File: config.mk
export PLATFORM = sky130hd
export DESIGN_NAME = adaptive_eq_search_control
export DESIGN_NICKNAME = d
export VERILOG_FILES = /design/src/hdl/eq_search_pkg.sv /design/src/hdl/adaptive_eq_search_control.sv
export SDC_FILE = /design/constraint.sdc
export NUM_CORES = 1
export LEC_CHECK = 0
export ABC_AREA = 0
export BUFFER_PORTS_ARGS = -buffer_cell sky130_fd_sc_hd__buf_2
export CAP_MARGIN = 20
export CORE_MARGIN = 2
export CORE_UTILIZATION = 35
export CTS_BUF_LIST = sky130_fd_sc_hd__clkbuf_4
export DETAILED_ROUTE_END_ITERATION = 16
export SLEW_MARGIN = 20
export SYNTH_ARGS = -nofsm -noshare
export SYNTH_HDL_FRONTEND = slang
export SYNTH_SLANG_ARGS = --single-unit
export TNS_END_PERCENT = 10
File: constraint.sdc
create_clock -name CLK -period 4.6 [get_ports CLK]
set_input_delay 0.69 -clock CLK [delete_from_list [all_inputs] [get_ports CLK]]
set_output_delay 0.69 -clock CLK [all_outputs]
set_load 0.02 [all_outputs]
File: src/hdl/eq_search_pkg.sv
// Constants for the adaptive equalizer gain search controller
package eq_search_pkg;

    // Register offsets
    localparam logic [7:0] ADDR_ERROR_SELECT = 8'h42;
    localparam logic [7:0] ADDR_SEARCH_CTL = 8'hD2;
    localparam logic [7:0] ADDR_SEARCH_STATUS = 8'hD3;
    localparam logic [7:0] ADDR_GAIN_LIMITS = 8'hD5;

    // Reset values
    localparam logic [7:0] RST_ERROR_SELECT = 8'h4F;
    localparam logic [7:0] RST_SEARCH_CTL = 8'h60;
    localparam logic [7:0] RST_GAIN_LIMITS = 8'hF0;

    // Error select fields
    localparam int ERRSEL_CLK_BIT = 0;
    localparam int ERRSEL_ENC_BIT = 1;
    localparam int ERRSEL_PAR_BIT = 2;
    localparam int ERRSEL_CHECK_BIT = 3;
    localparam int ERRSEL_THR_LSB = 4;
    localparam int ERRSEL_THR_MSB = 7;

    // Search control fields
    localparam int CTL_FLOOR_EN_BIT = 2;
    localparam int CTL_RESTART_BIT = 3;
    localparam int CTL_FIRST_DIS_BIT = 4;
    localparam int CTL_DWELL_LSB = 5;
    localparam int CTL_DWELL_MSB = 7;

    // Gain limit fields
    localparam int LIM_FLOOR_LSB = 0;
    localparam int LIM_FLOOR_MSB = 3;
    localparam int LIM_CEIL_LSB = 4;
    localparam int LIM_CEIL_MSB = 7;

    // Status fields
    localparam int STS_GAIN_LSB = 0;
    localparam int STS_GAIN_MSB = 3;
    localparam int STS_HOLD_BIT = 4;
    localparam int STS_FIRST_DONE_BIT = 5;

    // Widths and fixed values
    localparam int GAIN_W = 4;
    localparam int TIMER_W = 24;
    localparam int ERRCNT_W = 8;
    localparam logic [GAIN_W-1:0] GAIN_ZERO = 4'h0;
    localparam logic [GAIN_W-1:0] GAIN_ONE = 4'h1;
    localparam logic [TIMER_W-1:0] TIMER_ONE = 24'h00_0001;
    localparam logic [ERRCNT_W-1:0] ERRCNT_MAX = 8'hFF;
    localparam logic [ERRCNT_W-1:0] ERRCNT_ONE = 8'h01;
    localparam logic [7:0] BYTE_ZERO = 8'h00;

    // Dwell timing: field code 3 selects the default time
    localparam real CLK_MHZ = 25.0;
    localparam real DWELL_DEFAULT_MS = 2.62;
    localparam int DWELL_DEFAULT_CYC = int'(DWELL_DEFAULT_MS * 1000.0 * CLK_MHZ);
    localparam int DWELL_DEFAULT_SHIFT = 3;

    typedef enum logic {
        S_DWELL,
        S_HOLD
    } search_state_e;

endpackage

File: src/hdl/adaptive_eq_search_control.sv
// Adaptive equalizer gain search controller for one receive port
`timescale 1ns/1ns
module adaptive_eq_search_control #(
    parameter int DWELL_CYCLES = eq_search_pkg::DWELL_DEFAULT_CYC
) (
    input wire logic CLK,
    input wire logic ARST_N,
    input wire logic [7:0] REG_ADDR,
    input wire logic [7:0] REG_WDATA,
    input wire logic REG_WR,
    input wire logic REG_RD,
    output logic [7:0] REG_RDATA,
    input wire logic DIGITAL_SOFT_RESET,
    input wire logic CDR_LOCK,
    input wire logic ERR_CLK_RECOVERY,
    input wire logic ERR_ENCODING,
    input wire logic ERR_PARITY,
    output logic [eq_search_pkg::GAIN_W-1:0] EQ_GAIN,
    output logic EQ_HOLD
);

    logic [7:0] error_select_r;
    logic [7:0] search_ctl_r;
    logic [7:0] gain_limits_r;
    logic [7:0] rdata_r;
    logic [7:0] status_byte;
    logic [eq_search_pkg::GAIN_W-1:0] gain_r;
    logic [eq_search_pkg::TIMER_W-1:0] timer_r;
    logic [eq_search_pkg::ERRCNT_W-1:0] errcnt_r;
    logic [eq_search_pkg::ERRCNT_W-1:0] errcnt_nxt;
    logic first_done_r;
    eq_search_pkg::search_state_e state_r;

    logic restart_req;
    logic floor_en;
    logic first_arm;
    logic err_check_en;
    logic err_seen;
    logic err_trip;
    logic at_dwell_end;
    logic at_half_end;
    logic win_clear;
    logic [eq_search_pkg::GAIN_W-1:0] gain_floor;
    logic [eq_search_pkg::GAIN_W-1:0] gain_ceiling;
    logic [eq_search_pkg::GAIN_W-1:0] gain_min;
    logic [eq_search_pkg::GAIN_W-1:0] gain_next;
    logic [eq_search_pkg::GAIN_W-1:0] err_threshold;
    logic [2:0] dwell_sel;
    logic [31:0] dwell_wide;
    logic [eq_search_pkg::TIMER_W-1:0] dwell_len;
    logic [eq_search_pkg::TIMER_W-1:0] dwell_end;
    logic [eq_search_pkg::TIMER_W-1:0] half_end;
    logic [eq_search_pkg::ERRCNT_W-1:0] threshold_wide;
    logic ctl_wr;
    logic restart_floor_en;
    logic [eq_search_pkg::GAIN_W-1:0] restart_gain;

    // Field decode
    assign floor_en = search_ctl_r[eq_search_pkg::CTL_FLOOR_EN_BIT];
    assign first_arm = !first_done_r && !search_ctl_r[eq_search_pkg::CTL_FIRST_DIS_BIT];
    assign dwell_sel = search_ctl_r[eq_search_pkg::CTL_DWELL_MSB:eq_search_pkg::CTL_DWELL_LSB];
    assign gain_floor = gain_limits_r[eq_search_pkg::LIM_FLOOR_MSB:eq_search_pkg::LIM_FLOOR_LSB];
    assign gain_ceiling = gain_limits_r[eq_search_pkg::LIM_CEIL_MSB:eq_search_pkg::LIM_CEIL_LSB];
    assign err_check_en = error_select_r[eq_search_pkg::ERRSEL_CHECK_BIT];
    assign err_threshold =
        error_select_r[eq_search_pkg::ERRSEL_THR_MSB:eq_search_pkg::ERRSEL_THR_LSB];

    // Restart on bit write or soft reset; restart bit itself is not stored
    assign restart_req = DIGITAL_SOFT_RESET
        | (REG_WR && REG_ADDR == eq_search_pkg::ADDR_SEARCH_CTL
           && REG_WDATA[eq_search_pkg::CTL_RESTART_BIT]);

    // Lowest code of the window
    assign gain_min = floor_en ? gain_floor : eq_search_pkg::GAIN_ZERO;

    // A control write that also restarts must use the floor enable it carries
    assign ctl_wr = REG_WR && REG_ADDR == eq_search_pkg::ADDR_SEARCH_CTL;
    assign restart_floor_en = ctl_wr ? REG_WDATA[eq_search_pkg::CTL_FLOOR_EN_BIT] : floor_en;
    assign restart_gain = restart_floor_en ? gain_floor : eq_search_pkg::GAIN_ZERO;

    // Next code, wrapping at the ceiling; >= also catches a code left above it
    assign gain_next = (gain_r >= gain_ceiling) ? gain_min
                                                : gain_r + eq_search_pkg::GAIN_ONE;

    // Dwell length scales by powers of two around the default code
    assign dwell_wide = (32'(DWELL_CYCLES) << dwell_sel) >> eq_search_pkg::DWELL_DEFAULT_SHIFT;
    assign dwell_len = dwell_wide[eq_search_pkg::TIMER_W-1:0];
    assign dwell_end = dwell_len - eq_search_pkg::TIMER_ONE;
    assign half_end = (dwell_len >> 1) - eq_search_pkg::TIMER_ONE;
    assign at_dwell_end = (timer_r == dwell_end);
    assign at_half_end = (timer_r == half_end);

    // Selected error sources
    assign err_seen = (ERR_CLK_RECOVERY && error_select_r[eq_search_pkg::ERRSEL_CLK_BIT])
        || (ERR_ENCODING && error_select_r[eq_search_pkg::ERRSEL_ENC_BIT])
        || (ERR_PARITY && error_select_r[eq_search_pkg::ERRSEL_PAR_BIT]);
    assign threshold_wide =
        {{(eq_search_pkg::ERRCNT_W-eq_search_pkg::GAIN_W){1'b0}}, err_threshold};
    assign err_trip = err_check_en && at_half_end
        && (errcnt_r > threshold_wide);

    // Window closes at each half or full dwell, on restart, or on lock loss while holding
    assign win_clear = restart_req || at_half_end || at_dwell_end
        || (state_r == eq_search_pkg::S_HOLD && !CDR_LOCK);

    // Register writes
    always_ff @(posedge CLK or negedge ARST_N)
    begin
        if (!ARST_N)
        begin
            error_select_r <= eq_search_pkg::RST_ERROR_SELECT;
            search_ctl_r <= eq_search_pkg::RST_SEARCH_CTL;
            gain_limits_r <= eq_search_pkg::RST_GAIN_LIMITS;
        end
        else if (REG_WR)
        begin
            case (REG_ADDR)
                eq_search_pkg::ADDR_ERROR_SELECT: error_select_r <= REG_WDATA;
                eq_search_pkg::ADDR_SEARCH_CTL:
                begin
                    // Restart bit is a strobe, reads back as zero
                    search_ctl_r <= REG_WDATA;
                    search_ctl_r[eq_search_pkg::CTL_RESTART_BIT] <= 1'b0;
                end
                eq_search_pkg::ADDR_GAIN_LIMITS: gain_limits_r <= REG_WDATA;
                default: ;
            endcase
        end
    end

    // Status byte
    always_comb
    begin
        status_byte = eq_search_pkg::BYTE_ZERO;
        status_byte[eq_search_pkg::STS_GAIN_MSB:eq_search_pkg::STS_GAIN_LSB] = gain_r;
        status_byte[eq_search_pkg::STS_HOLD_BIT] = (state_r == eq_search_pkg::S_HOLD);
        status_byte[eq_search_pkg::STS_FIRST_DONE_BIT] = first_done_r;
    end

    // Read data, captured one cycle after the read strobe
    always_ff @(posedge CLK or negedge ARST_N)
    begin
        if (!ARST_N)
        begin
            rdata_r <= eq_search_pkg::BYTE_ZERO;
        end
        else if (REG_RD)
        begin
            case (REG_ADDR)
                eq_search_pkg::ADDR_ERROR_SELECT: rdata_r <= error_select_r;
                eq_search_pkg::ADDR_SEARCH_CTL: rdata_r <= search_ctl_r;
                eq_search_pkg::ADDR_SEARCH_STATUS: rdata_r <= status_byte;
                eq_search_pkg::ADDR_GAIN_LIMITS: rdata_r <= gain_limits_r;
                default: rdata_r <= eq_search_pkg::BYTE_ZERO;
            endcase
        end
    end

    // Error accumulator, saturating so a burst cannot wrap under threshold
    always_comb
    begin
        errcnt_nxt = errcnt_r;
        if (win_clear)
        begin
            errcnt_nxt = '0;
        end
        else if (err_seen && errcnt_r != eq_search_pkg::ERRCNT_MAX)
        begin
            errcnt_nxt = errcnt_r + eq_search_pkg::ERRCNT_ONE;
        end
    end

    // Accumulator register
    always_ff @(posedge CLK or negedge ARST_N)
    begin
        if (!ARST_N)
        begin
            errcnt_r <= '0;
        end
        else
        begin
            errcnt_r <= errcnt_nxt;
        end
    end

    // Search sequencer; starts dwelling from reset with no command
    always_ff @(posedge CLK or negedge ARST_N)
    begin
        if (!ARST_N)
        begin
            state_r <= eq_search_pkg::S_DWELL;
            gain_r <= eq_search_pkg::GAIN_ZERO;
            timer_r <= '0;
        end
        // Restart outranks every search step, in either state
        else if (restart_req)
        begin
            state_r <= eq_search_pkg::S_DWELL;
            gain_r <= restart_gain;
            timer_r <= '0;
        end
        else
        begin
            case (state_r)
                eq_search_pkg::S_DWELL:
                begin
                    if (err_trip)
                    begin
                        gain_r <= gain_next;
                        timer_r <= '0;
                    end
                    else if (at_dwell_end)
                    begin
                        timer_r <= '0;
                        if (CDR_LOCK && first_arm)
                        begin
                            // One restart from a known start point
                            gain_r <= gain_min;
                        end
                        else if (CDR_LOCK)
                        begin
                            state_r <= eq_search_pkg::S_HOLD;
                        end
                        else
                        begin
                            gain_r <= gain_next;
                        end
                    end
                    else
                    begin
                        timer_r <= timer_r + eq_search_pkg::TIMER_ONE;
                    end
                end
                eq_search_pkg::S_HOLD:
                begin
                    if (!CDR_LOCK)
                    begin
                        state_r <= eq_search_pkg::S_DWELL;
                        gain_r <= gain_next;
                        timer_r <= '0;
                    end
                    else if (err_trip)
                    begin
                        // Locked but noisy: try more gain
                        state_r <= eq_search_pkg::S_DWELL;
                        gain_r <= gain_next;
                        timer_r <= '0;
                    end
                    else if (at_half_end)
                    begin
                        timer_r <= '0;
                    end
                    else
                    begin
                        timer_r <= timer_r + eq_search_pkg::TIMER_ONE;
                    end
                end
                default:
                begin
                    state_r <= eq_search_pkg::S_DWELL;
                    timer_r <= '0;
                end
            endcase
        end
    end

    // First-lock restart is spent once; only a power-on reset re-arms it
    always_ff @(posedge CLK or negedge ARST_N)
    begin
        if (!ARST_N)
        begin
            first_done_r <= 1'b0;
        end
        else if (!restart_req && state_r == eq_search_pkg::S_DWELL && !err_trip
            && at_dwell_end && CDR_LOCK && first_arm)
        begin
            first_done_r <= 1'b1;
        end
    end

    // Outputs straight from registers; hold flag decoded from the state
    assign REG_RDATA = rdata_r;
    assign EQ_GAIN = gain_r;
    assign EQ_HOLD = (state_r == eq_search_pkg::S_HOLD);

endmodule

After elaboration in Yosys (flattened, before gate mapping):

Cells that the tools add are included.

* $add $sub $neg: 5
* order comparisons: 2
* equality and inequality tests: 10
* shift operators: 1
* muxes and demuxes: 30
* bitwise gates (word level): 2
* reductions and logical operators: 31

Operators by type and width (number)
* two-way mux 24 bit: 6
* == test 24 bit: 2
* case mux 24 bit (2 select lines): 1
* two-way mux 4 bit: 10
* case mux 8 bit (4 select lines): 1
* left shift 16 x 3 -> 27 bit, first input constant: 1
* adder 24 x 1 -> 24 bit, second input constant: 1
* == test 8 bit, second input constant: 3
* subtractor 23 x 1 -> 24 bit, second input constant: 1
* subtractor 24 x 1 -> 24 bit, second input constant: 1
* logical AND 1 bit: 16
* two-way mux 8 bit: 2
* adder 8 x 1 -> 8 bit, second input constant: 1
* == test 8 x 7 -> 1 bit, second input constant: 1
* > comparator 8 x 4 -> 1 bit: 1
* two-way mux 1 bit: 8
* != test 8 bit, second input constant: 1
* case mux 4 bit (2 select lines): 1
* AND reduction 2 bit: 3
* logical NOT 1 bit: 5
* logical OR 1 bit: 5
* != test 5 bit, second input constant: 1
* adder 4 x 1 -> 4 bit, second input constant: 1
* >= comparator 4 bit: 1
* 7 further kinds: 7

* register bits: 69
* bits of input ports: 25
* output and inout bits: 13
* word-level logic and storage cells: 90

Depth between registers and ports, before layout:

Gate-level depths: netlist of the first run.

* depth after elaboration: 10
* mapped depth: 14
* mapped depth without buffers: 11

Worst setup path before layout of the first run:

Ideal clock, no wire load.

* kind: flip-flop to flip-flop
* start: register search_ctl_r[6]
* end: register timer_r[0] (netlist bit)
* library setup time: 128 ps
* data arrival time: 3330 ps
* required time: 4472 ps
* path slack: 1142 ps
* stages on the path, launching flop included: 15
* path buffers: 4
* clock period less this slack: 3458 ps
* cells stage by stage: dfstp_2 -> buf_6 -> buf_2 -> buf_1 -> o21ai_0 -> ha_1 -> nand2_1 -> o221ai_1 -> xor2_1 -> or4_1 -> or4_4 -> a31o_2 -> nand2_4 -> buf_12 -> nor2_2

* cells in the longest elaborated chain, start to end: 9
* elaborated cells between the ends (all ways): 14
* those cells by class: 2 x add/sub; 2 x eq/ne; 1 x shift; 7 x mux; 2 x reduce/logical

RTL lines
* start: declaration: RTL line adaptive_eq_search_control.sv:23 `logic [7:0] search_ctl_r;`
* start signal: assignment: RTL line adaptive_eq_search_control.sv:112 `search_ctl_r <= eq_search_pkg::RST_SEARCH_CTL;`
* left shift 16 x 3 -> 27 bit *: RTL line adaptive_eq_search_control.sv:86 `assign dwell_wide = (32'(DWELL_CYCLES) << dwell_sel) >> eq_search_pkg::DWELL_DEFAULT_SHIFT;`
* subtractor 23 x 1 -> 24 bit: RTL line adaptive_eq_search_control.sv:89 `assign half_end = (dwell_len >> 1) - eq_search_pkg::TIMER_ONE;`
* == test 24 bit: RTL line adaptive_eq_search_control.sv:91 `assign at_half_end = (timer_r == half_end);`
* logical AND 1 bit: RTL line adaptive_eq_search_control.sv:99 `assign err_trip = err_check_en && at_half_end`
* logical AND 1 bit: RTL line adaptive_eq_search_control.sv:100 `&& (errcnt_r > threshold_wide);`
* two-way mux 24 bit: RTL line adaptive_eq_search_control.sv:242 `else if (err_trip)`
* two-way mux 24 bit: RTL line adaptive_eq_search_control.sv:236 `if (!CDR_LOCK)`
* case mux 24 bit (2 select lines) *: RTL line adaptive_eq_search_control.sv:204 `case (state_r)`
* two-way mux 24 bit *: RTL line adaptive_eq_search_control.sv:196 `else if (restart_req)`
* end signal: assignment: RTL line adaptive_eq_search_control.sv:231 `timer_r <= timer_r + eq_search_pkg::TIMER_ONE;`
* end signal: assignment: RTL line adaptive_eq_search_control.sv:255 `timer_r <= timer_r + eq_search_pkg::TIMER_ONE;`
* end: declaration: RTL line adaptive_eq_search_control.sv:28 `logic [eq_search_pkg::TIMER_W-1:0] timer_r;`

Every way passes the cells marked *; elsewhere a longest branch is shown, timed or not.
A chain may end at the register's enable or synchronous reset.

Final worst setup path of the first run:

* start: register search_ctl_r[6]
* end: register timer_r[2] (netlist bit)

The elaborated chain is that of the path after synthesis.

==> flow_metrics.tcl, run 1 <==
set metrics [dict create \
    run_status "completed" \
    die-height_um 119 \
    per_instance_average_area_after_synthesis_um2 9.33 \
    endpoint_kind "flop" \
    clkTransAtPathRegs_ns 0.12 \
    finish.net_count 556 \
    yosys.area_share.adder 0.0353 \
    synth.distinct_cells 70 \
    synthArstFlopShare 1.00 \
    detail_route.iter0.violations 372 \
    num_vias 3847 \
    timing.final.hold_violations 0 \
    worst-endpoint-required_ns 4.92 \
    post_layout_util 0.392 \
    leakage_dissipation_nw 2.08 \
    synth_simple_gate_area_frac 0.251 \
    fin_crit_sh 0.837 \
    cp-start-kind "flop" \
    cp_data_arrival_time_ns 4.17 \
    antenna_found_initial 1 \
    switchingPower_mw 0.352 \
    synth_area_leaders "sky130_fd_sc_hd__dfrtp_1, sky130_fd_sc_hd__mux2_2, sky130_fd_sc_hd__dfstp_2, sky130_fd_sc_hd__xnor2_1, sky130_fd_sc_hd__xor2_1" \
    max-cap-violations 0 \
    combinational_family_with_the_most_area_after_synthesis "simple AND/OR/NAND/NOR gates" \
    fraction_of_layout_instances_using_a_drive_strength_above_1 0.243 \
    route.final.wire_length_mm 11.7 \
    grt_max_degree 38 \
    placed_wire_length_estimate_after_detailed_placement_mm 8.47 \
    worstSetupPathType "flop to flop" \
    power_report.internal_total_mw 0.797 \
    fin_tns_setup_ns 0 \
    detailedRoute.firstPassIterationCount 7 \
    ir_worst_vdd_uv 121 \
    number_of_fill_cells_in_the_layout 1321 \
    pwr_density_cell_nw_per_um2 230 \
    grt_first_pass_wirelength_mm 19.3 \
    clk_root_buffer_cell "sky130_fd_sc_hd__clkbuf_4" \
    worstMarginPinSlew_ns 0.796 \
    ys_dominant_reg_cell "sky130_fd_sc_hd__dfrtp_1" \
    hold_wc_path_type "input port to asynchronous set/reset pin" \
    floorplan.core_area_um2 12700 \
    total_power_mw 1.15 \
    synth_compound_gate_area_share 0.145 \
    synth_largest_area_cell "sky130_fd_sc_hd__dfrtp_1" \
    holdBufCountCts 0 \
    vias_per_cell 5.53 \
    detail_route.wl_per_cell_um 16.8 \
    postLayoutSetupSlackWorst_ns 0.749 \
    synth.yosys.warnings 0 \
    synth-edff-count 0 \
    die_area_um2 14100 \
    syn_nets 532 \
    p_comb_frac 0.135 \
    htreeDepth 3 \
    max_slew_violation_count 0 \
    grt_overflow_total 0 \
    synthMuxAreaShare 0.0682 \
    tritoncts "built" \
    ff_latch_area_um2 1740 \
    post_cts_resize_count 0 \
    area_delta_synth_final_pct 8.31 \
    synth-xor-area-share 0.0741 \
    synth_seq_area_share 0.378 \
    multi_input_comb_area_um2 2640 \
    netlist_area_um2 4610 \
    floorplan.die.width_um 119 \
    report.final.setup_viol 0 \
    placed_cells 679 \
    stdcell_count 696 \
    grt_setup_unrepaired "no" \
    max_slew_margin 0.470 \
    top_level_i_o_count 38 \
    input_output_buffers 37 \
    min_period_ns 3.85 \
    drt.antenna.violating_nets 0 \
    clkPwrFrac 0.293 \
    seq_power_share 0.572 \
    number_of_rows_in_the_core_area 41 \
    commonest_cells_post_synth "sky130_fd_sc_hd__dfrtp_1, sky130_fd_sc_hd__nor2_1, sky130_fd_sc_hd__nand2_1, sky130_fd_sc_hd__mux2_2, sky130_fd_sc_hd__nor2_2" \
    clk-insertion-delay-late_ns 0.46 \
    synth_most_common_cell "sky130_fd_sc_hd__dfrtp_1" \
    clk_path_buf_depth 2 \
    place_worst_setup_slack_ns 0.798 \
    cts_made_buffers 9 \
    initial_core_util 0.362 \
    finalClockSkew_ns 0.0272 \
    critical_path_peak_fanout 37 \
    synth.ff_latch_count 69 \
    drc 0 \
    regToRegSetupSlack_ns 0.75 \
    hold_ws_ns 0.313 \
    cts.sink_count 69 \
    first_global_vias 3757 \
    post-route-cell-area_um2 4990 \
    postCtsSetupRepairBufs 0 \
    gr-usage-all-layers 0.172 \
    dpl-instance-area_um2 4880 \
    synthCells 494 \
    synthDominantCellAreaShare 0.315 \
    net_sw_frac 0.306 \
    max_freq_mhz 260 \
    gp_congestion 0.908 \
]
cell type report:
type | count | share of cell area
diodes | 1 | 0.000502
clock buffers | 9 | 0.0135
clock inverters | 7 | 0.00853
inverters | 17 | 0.0128
multi-input cells | 380 | 0.530
flip-flops and latches | 69 | 0.349
well taps | 172 | 0.0431
repair buffers | 41 | 0.0431
critical path, cell delays in order (launching register included):
cell and delay, ns:
sky130_fd_sc_hd__dfstp_2 0.97, sky130_fd_sc_hd__inv_1 0.21, sky130_fd_sc_hd__nand2_1 0.15, sky130_fd_sc_hd__ha_1 0.24, sky130_fd_sc_hd__and3_1 0.17, sky130_fd_sc_hd__o21ai_0 0.10, sky130_fd_sc_hd__xor2_1 0.16, sky130_fd_sc_hd__or4_1 0.43
sky130_fd_sc_hd__or4_4 0.58, sky130_fd_sc_hd__a31o_2 0.28, sky130_fd_sc_hd__nand2_4 0.29, sky130_fd_sc_hd__nor2_1 0.10
power groups by stage:
stage	Combinational, mW	Sequential (mW)	Clock (mW)
2_1_floorplan	0.104	0.662	0
3_3_place_gp	0.153	0.668	0
3_5_place_dp	0.155	0.668	0
4_1_cts	0.156	0.657	0.351
5_1_grt	0.175	0.661	0.375
6_report	0.155	0.657	0.337
worst paths after layout:
check / startpoint / end / cells after the start
min in group CLK: REG_WDATA[1] / error_select_r[1]$_DFFE_PN1P_ / 2
max: search_ctl_r[6]$_DFFE_PN1P_ / timer_r[2]$_DFF_PN0_ / 11
min: ARST_N / timer_r[10]$_DFF_PN0_ / 1
max reg2reg: search_ctl_r[6]$_DFFE_PN1P_ / timer_r[2]$_DFF_PN0_ / 11
min reg2reg: search_ctl_r[0]$_DFFE_PN0P_ / search_ctl_r[0]$_DFFE_PN0P_ / 1
max in group asynchronous: ARST_N / gain_limits_r[5]$_DFFE_PN1P_ / 2
flip-flops by register name (all words and copies together), names as in the netlist:
register / cells
timer_r: 24
REG_RDATA: 8
errcnt_r: 8
error_select_r: 8
gain_limits_r: 8
search_ctl_r: 7
EQ_GAIN: 4
EQ_HOLD: 1
first_done_r: 1
logic make-up (layout without fill, tap and decap cells):
logic type,count (synthesis),in the layout
fa+ha+maj,13,13
compound gates,94,94
buf+inv,45,74
xor+xnor,39,39
mux,28,28
other cells,0,1
simple gates,206,206
flops,69,69
per-layer routing:
metal,vias up,track usage,wire [µm]
met5,-,0,0
met4,0,0.0729,276
met3,20,0.0372,508
met2,100,0.276,5520
met1,1886,0.223,5410
li1,1841,-,-
placed cells by master, fill, tap and decap left out, types with 4 or more instances in the layout:
master / synthesis / final
sky130_fd_sc_hd__a21oi_1: 15 / 15
sky130_fd_sc_hd__and4b_1: 4 / 4
sky130_fd_sc_hd__nand3_1: 19 / 19
sky130_fd_sc_hd__buf_2: 3 / 37
sky130_fd_sc_hd__clkbuf_4: 0 / 9
sky130_fd_sc_hd__nand2_1: 33 / 33
sky130_fd_sc_hd__a31oi_1: 10 / 10
sky130_fd_sc_hd__nand4_1: 13 / 13
sky130_fd_sc_hd__nor2b_1: 11 / 11
sky130_fd_sc_hd__inv_1: 17 / 17
sky130_fd_sc_hd__mux2_2: 27 / 27
sky130_fd_sc_hd__a22oi_1: 14 / 14
sky130_fd_sc_hd__xnor2_1: 20 / 20
sky130_fd_sc_hd__nor3_1: 5 / 5
sky130_fd_sc_hd__nor2_1: 43 / 43
sky130_fd_sc_hd__a211oi_1: 4 / 4
sky130_fd_sc_hd__and3_1: 12 / 12
sky130_fd_sc_hd__buf_4: 1 / 4
sky130_fd_sc_hd__nor2_2: 21 / 21
sky130_fd_sc_hd__xor2_1: 19 / 19
sky130_fd_sc_hd__o21ai_0: 13 / 13
sky130_fd_sc_hd__or3_1: 5 / 5
sky130_fd_sc_hd__ha_1: 13 / 13
sky130_fd_sc_hd__nand2b_1: 10 / 10
sky130_fd_sc_hd__a222oi_1: 4 / 4
sky130_fd_sc_hd__dfstp_2: 11 / 11
sky130_fd_sc_hd__or4_1: 4 / 4
sky130_fd_sc_hd__dfrtp_1: 58 / 58
No activity file was read; power rests on OpenSTA's default activity.
==> inputs of run 2 (changes only) <==
ABC_AREA = 1   (was 0)
clock period = 3.8 ns   (was 4.6 ns; I/O delays follow)
==> run 2 against run 1 <==
Setup slack gained 0.054 ns. Combinational power is 74% higher. Maximum frequency rose by 28%. Sequential share of layout area is 1.6 points lower. Synthesized area rose by 2.5%. Non-clock buffer count fell by 1. Cell count up 29%. Synthesized cell count increased by 37%. Count of clock-buffer cells in the layout is the same. Critical path depth up 7. Largest cell class unchanged. Largest power group unchanged.
==> flow_metrics.tcl, run 2 <==
set metrics [dict create \
    area_delta_synth_final_pct 10.8 \
    fraction_of_layout_instances_using_a_drive_strength_above_1 0.142 \
    input_output_buffers 37 \
    postLayoutSetupSlackWorst_ns 0.803 \
    drt.antenna.violating_nets 0 \
    initial_core_util 0.358 \
    syn_nets 714 \
    floorplan.die.width_um 120 \
    number_of_fill_cells_in_the_layout 1414 \
    grt_first_pass_wirelength_mm 22.8 \
    run_status "completed" \
    top_register "timer_r" \
    commonest_cells_post_synth "sky130_fd_sc_hd__nand2_1, sky130_fd_sc_hd__inv_1, sky130_fd_sc_hd__nor2_1, sky130_fd_sc_hd__nand3_1, sky130_fd_sc_hd__dfrtp_1" \
    holdBufCountCts 0 \
    floorplan.core_area_um2 13200 \
    finish.net_count 751 \
    top_library_cells_by_usage_in_the_layout_fill_and_taps_aside "sky130_fd_sc_hd__nand2_1, sky130_fd_sc_hd__inv_1, sky130_fd_sc_hd__nor2_1, sky130_fd_sc_hd__nand3_1, sky130_fd_sc_hd__dfrtp_1" \
    regToRegSetupSlack_ns 0.80 \
    hold_wc_path_type "input port to asynchronous set/reset pin" \
    per_instance_average_area_after_synthesis_um2 6.99 \
    dpl-instance-area_um2 5060 \
    pwr_density_cell_nw_per_um2 313 \
    synth.ff_latch_count 69 \
    synthCells 676 \
    max_slew_margin 0.387 \
    number_of_rows_in_the_core_area 42 \
    route.final.wire_length_mm 13.6 \
    max_freq_mhz 334 \
    worstMarginPinSlew_ns 0.916 \
    antenna_found_initial 1 \
    detail_route.wl_per_cell_um 15.2 \
    detail_route.iter0.violations 375 \
    max_slew_violation_count 0 \
    cp-start-kind "flop" \
    gr-usage-all-layers 0.201 \
    reg2regPathDepth 18 \
    ff_latch_area_um2 1740 \
    timing.final.hold_violations 0 \
    grt_overflow_total 0 \
    gp_congestion 0.914 \
    grt_max_degree 70 \
    fin_tns_setup_ns 0 \
    post_layout_util 0.397 \
    synth-edff-count 0 \
    endpoint_kind "flop" \
    grt_setup_unrepaired "no" \
    detailedRoute.firstPassIterationCount 5 \
    ir_worst_vdd_uv 229 \
    reg2reg_from "search_ctl_r[6]$_DFFE_PN1P_" \
    clk_path_buf_depth 2 \
    multi_input_comb_area_um2 2580 \
    leakage_dissipation_nw 2.55 \
    die-height_um 120 \
    cp_data_arrival_time_ns 3.28 \
    synth.distinct_cells 42 \
    synth.yosys.warnings 0 \
    critical_path_peak_fanout 21 \
    htreeDepth 3 \
    clk_root_buffer_cell "sky130_fd_sc_hd__clkbuf_4" \
    place_worst_setup_slack_ns 0.803 \
    max-cap-violations 0 \
    num_vias 4611 \
    synthArstFlopShare 1.00 \
    largest_register_ffs 24 \
    synth_area_leaders "sky130_fd_sc_hd__dfrtp_1, sky130_fd_sc_hd__nand2_1, sky130_fd_sc_hd__nand3_1, sky130_fd_sc_hd__dfstp_2, sky130_fd_sc_hd__inv_1" \
    total_power_mw 1.64 \
    min_period_ns 3.00 \
    post_cts_resize_count 0 \
    top_level_i_o_count 38 \
    worst_r2r_dst "timer_r[14]$_DFF_PN0_" \
    post-route-cell-area_um2 5230 \
    mostFrequentLayoutCell "sky130_fd_sc_hd__nand2_1" \
    vias_per_cell 5.15 \
    cts.sink_count 69 \
    first_global_vias 4423 \
    worstSetupPathType "flop to flop" \
    synth_largest_area_cell "sky130_fd_sc_hd__dfrtp_1" \
    postCtsSetupRepairBufs 0 \
    hold_ws_ns 0.339 \
    fin_crit_sh 0.789 \
    synthDominantCellAreaShare 0.307 \
    clkTransAtPathRegs_ns 0.12 \
    netlist_area_um2 4720 \
    worst-endpoint-required_ns 4.08 \
    drc 0 \
    die_area_um2 14400 \
    synth_seq_area_share 0.368 \
    tritoncts "built" \
    clk-insertion-delay-late_ns 0.41 \
    placed_cells 878 \
    report.final.setup_viol 0 \
    placed_wire_length_estimate_after_detailed_placement_mm 10.5 \
    finalClockSkew_ns 0.0206 \
    synth_most_common_cell "sky130_fd_sc_hd__nand2_1" \
    stdcell_count 895 \
    cts_made_buffers 9 \
    ys_dominant_reg_cell "sky130_fd_sc_hd__dfrtp_1" \
]
run 2: cell count changes after synthesis, sizes merged, moves of 25 or more:
cell,previous run,this run
mux2,27,2
nor3,5,30
o21ai,14,44
nand2,36,204
nand3,19,64
inv,17,83
run 2: area by class of cell:
| type | instances | share of cell area |
|---|---|---|
| Multi-Input combinational cell | 510 | 0.494 |
| Tap cell | 176 | 0.0421 |
| Sequential cell | 69 | 0.333 |
| Clock buffer | 9 | 0.0129 |
| Clock inverter | 7 | 0.0187 |
| Timing Repair Buffer | 40 | 0.0397 |
| Antenna cell | 1 | 0.000478 |
| Inverter | 83 | 0.0595 |
run 2: worst max path at each step:
stage | startpoint | to | depth (start not counted)
CTS | search_ctl_r[6]$_DFFE_PN1P_ | timer_r[1]$_DFF_PN0_ | 18
floorplan | search_ctl_r[5]$_DFFE_PN1P_ | timer_r[10]$_DFF_PN0_ | 19
global route | search_ctl_r[6]$_DFFE_PN1P_ | timer_r[14]$_DFF_PN0_ | 18
detailed placement | search_ctl_r[6]$_DFFE_PN1P_ | timer_r[14]$_DFF_PN0_ | 18
finish | search_ctl_r[6]$_DFFE_PN1P_ | timer_r[14]$_DFF_PN0_ | 18
global placement | search_ctl_r[6]$_DFFE_PN1P_ | timer_r[23]$_DFF_PN0_ | 18
run 2: power breakdown:
| group | total, mW | leakage, nW | switching (mW) | internal [mW] |
|---|---|---|---|---|
| sequential | 0.813 | 0.870 | 0.0418 | 0.771 |
| combinational | 0.270 | 1.59 | 0.178 | 0.0916 |
| clock | 0.554 | 0.0846 | 0.283 | 0.270 |
| total | 1.64 | 2.55 | 0.504 | 1.13 |
run 2: metal layers:
metal	wire [µm]	global-route usage	share of wire	vias to the layer above
li1	-	-	-	2268
met1	6460	0.290	0.47	2143
met2	6100	0.306	0.45	182
met3	799	0.0330	0.059	18
met4	249	0.0669	0.018	0
met5	0	0	0	-
run 2: critical path: stages, from the launching register on:
cell and delay, ns:
sky130_fd_sc_hd__dfstp_2 0.73, sky130_fd_sc_hd__inv_2 0.15, sky130_fd_sc_hd__nand2_1 0.14, sky130_fd_sc_hd__nand2_1 0.10, sky130_fd_sc_hd__ha_1 0.30, sky130_fd_sc_hd__nand2_1 0.07
sky130_fd_sc_hd__inv_1 0.04, sky130_fd_sc_hd__nor2_1 0.08, sky130_fd_sc_hd__nand3_1 0.08, sky130_fd_sc_hd__nor2_1 0.09, sky130_fd_sc_hd__nand2_1 0.07, sky130_fd_sc_hd__nor2_2 0.11
sky130_fd_sc_hd__nand4_2 0.14, sky130_fd_sc_hd__nand2_1 0.11, sky130_fd_sc_hd__inv_2 0.04, sky130_fd_sc_hd__nand2_1 0.06, sky130_fd_sc_hd__nand2_2 0.09, sky130_fd_sc_hd__inv_2 0.39
sky130_fd_sc_hd__nor2_1 0.09
run 2: kinds of logic (layout without fill, tap and decap cells):
logic type | Yosys count | count (layout) | share of synthesized area
compound gates | 72 | 72 | 0.0834
xor+xnor | 21 | 21 | 0.0389
fa+ha+maj | 13 | 13 | 0.0344
buf+inv | 97 | 139 | 0.0842
flops | 69 | 69 | 0.368
mux | 2 | 2 | 0.00477
other cells | 0 | 1 | 0
simple gates | 402 | 402 | 0.386
==> inputs of run 3 (changes only) <==
clock period = 3.1 ns   (was 3.8 ns; I/O delays follow)
==> run 3 against run 2 <==
Sequential share of layout area shrank 0.095 points. Via count shrank 1.5%. First-iteration DRC count is 4.3% lower. Critical path type unchanged. Largest cell class unchanged. Highest routed layer unchanged.
==> flow_metrics.tcl, run 3 (synthesized netlist as in run 2, its figures left out) <==
set metrics [dict create \
    drc 0 \
    fin_crit_sh 0.886 \
    grt_first_pass_wirelength_mm 22.5 \
    floorplan.core_area_um2 13200 \
    worstMarginPinSlew_ns 0.637 \
    top_register "timer_r" \
    clkTransAtPathRegs_ns 0.12 \
    initial_core_util 0.358 \
    ir_worst_vdd_uv 222 \
    finish.net_count 757 \
    area_delta_synth_final_pct 11.1 \
    min_period_ns 2.75 \
    max-cap-violations 0 \
    first_global_vias 4490 \
    grt_max_degree 45 \
    placed_wire_length_estimate_after_detailed_placement_mm 10.6 \
    top_level_i_o_count 38 \
    max_freq_mhz 364 \
    fin_tns_setup_ns 0 \
    grt_setup_unrepaired "no" \
    cp_data_arrival_time_ns 3.06 \
    post-route-cell-area_um2 5250 \
    critical_path_peak_fanout 13 \
    input_output_buffers 37 \
    grt_overflow_total 0 \
    detailedRoute.firstPassIterationCount 6 \
    report.final.setup_viol 0 \
    gp_congestion 0.901 \
    num_vias 4542 \
    power_report.internal_total_mw 1.22 \
    clkPwrFrac 0.277 \
    clk_path_buf_depth 2 \
    tritoncts "built" \
    largest_register_ffs 24 \
    post_cts_resize_count 0 \
    max_slew_violation_count 0 \
    total_power_mw 1.84 \
    number_of_rows_in_the_core_area 42 \
    timing.final.hold_violations 0 \
    detail_route.iter0.violations 359 \
    post_layout_util 0.398 \
    floorplan.die.width_um 120 \
    drt.antenna.violating_nets 0 \
    net_sw_frac 0.337 \
    gr-usage-all-layers 0.199 \
    die-height_um 120 \
    switchingPower_mw 0.620 \
    cts.sink_count 69 \
    placed_cells 884 \
    cp-start-kind "flop" \
    detail_route.wl_per_cell_um 15.1 \
    cts_made_buffers 9 \
    run_status "completed" \
    max_slew_margin 0.571 \
    mostFrequentLayoutCell "sky130_fd_sc_hd__nand2_1" \
    stdcell_count 901 \
    die_area_um2 14400 \
    vias_per_cell 5.04 \
    clk-insertion-delay-late_ns 0.44 \
    holdBufCountCts 0 \
    route.final.wire_length_mm 13.6 \
    dpl-instance-area_um2 5130 \
    worstSetupPathType "flop to flop" \
    worst-endpoint-required_ns 3.41 \
    postCtsSetupRepairBufs 0 \
    finalClockSkew_ns 0.0238 \
    antenna_found_initial 1 \
    seq_power_share 0.536 \
    endpoint_kind "flop" \
    leakage_dissipation_nw 2.56 \
    p_comb_frac 0.187 \
    clk_root_buffer_cell "sky130_fd_sc_hd__clkbuf_4" \
    fraction_of_layout_instances_using_a_drive_strength_above_1 0.148 \
    pwr_density_cell_nw_per_um2 351 \
    htreeDepth 3 \
    hold_wc_path_type "input port to asynchronous set/reset pin" \
    top_library_cells_by_usage_in_the_layout_fill_and_taps_aside "sky130_fd_sc_hd__nand2_1, sky130_fd_sc_hd__inv_1, sky130_fd_sc_hd__nor2_1, sky130_fd_sc_hd__nand3_1, sky130_fd_sc_hd__dfrtp_1" \
]
## run 3: final cells by class
cell class,instances,area [µm²]
inverters,83,313
diodes,1,2.50
repair buffers,46,278
flip-flops and latches,69,1740
fillers,1383,7940
clock inverters,7,41.3
well taps,176,220
clock buffers,9,67.6
multi-input cells,510,2580
## run 3: worst max-delay path: stages (launching register included)
cell	delay, ns
sky130_fd_sc_hd__dfstp_2	0.62
sky130_fd_sc_hd__inv_2	0.12
sky130_fd_sc_hd__nand2_1	0.11
sky130_fd_sc_hd__nand2_1	0.10
sky130_fd_sc_hd__ha_1	0.30
sky130_fd_sc_hd__nand2_1	0.07
sky130_fd_sc_hd__inv_1	0.04
sky130_fd_sc_hd__nor2_1	0.08
sky130_fd_sc_hd__nand3_1	0.08
sky130_fd_sc_hd__nor2_1	0.09
sky130_fd_sc_hd__nand2_1	0.07
sky130_fd_sc_hd__nor2_2	0.11
sky130_fd_sc_hd__nand4_2	0.14
sky130_fd_sc_hd__nand2_1	0.11
sky130_fd_sc_hd__inv_2	0.04
sky130_fd_sc_hd__nand2_1	0.06
sky130_fd_sc_hd__nand2_2	0.08
sky130_fd_sc_hd__clkinv_2	0.18
sky130_fd_sc_hd__buf_12	0.18
sky130_fd_sc_hd__nor3_2	0.04
## run 3: worst paths after layout
kind	depth (start not counted)	end	startpoint	slack [ns]
max	19	timer_r[17]$_DFF_PN0_	search_ctl_r[5]$_DFFE_PN1P_	0.35
min	1	timer_r[15]$_DFF_PN0_	ARST_N	0.04
max reg2reg	19	timer_r[17]$_DFF_PN0_	search_ctl_r[5]$_DFFE_PN1P_	0.35
min reg2reg	2	REG_RDATA[5]$_DFFE_PN0P_	REG_RDATA[5]$_DFFE_PN0P_	0.50
max in group asynchronous	2	gain_limits_r[5]$_DFFE_PN1P_	ARST_N	2.34
min in group CLK	3	search_ctl_r[0]$_DFFE_PN0P_	REG_WDATA[0]	0.25
## run 3: per-layer routing
layer  global-route usage  wire [µm]  vias to the layer above
li1                     -          -                     2267
met1                0.257       6120                     2118
met2                0.332       6450                      127
met3               0.0259        581                       30
met4               0.0904        414                        0
met5                    0          0                        -
## run 3: power groups by stage
stage / logic (mW) / registers [mW] / clock network (mW)
finish: 0.344 / 0.987 / 0.510
global route: 0.394 / 0.994 / 0.562
CTS: 0.345 / 0.987 / 0.528
detailed placement: 0.343 / 1.00 / 0
global placement: 0.339 / 1.00 / 0
floorplan: 0.222 / 0.999 / 0
## run 3: metrics by stage
stage | hold slack (ns) | setup slack [ns]
after CTS | 0.0465 | 0.318
final | 0.0358 | 0.355
after detailed placement | 0.460 | 0.339
after global placement | 0.460 | 0.423
after global routing | 0.0658 | 0.0213
after floorplan | 0.169 | 0.747
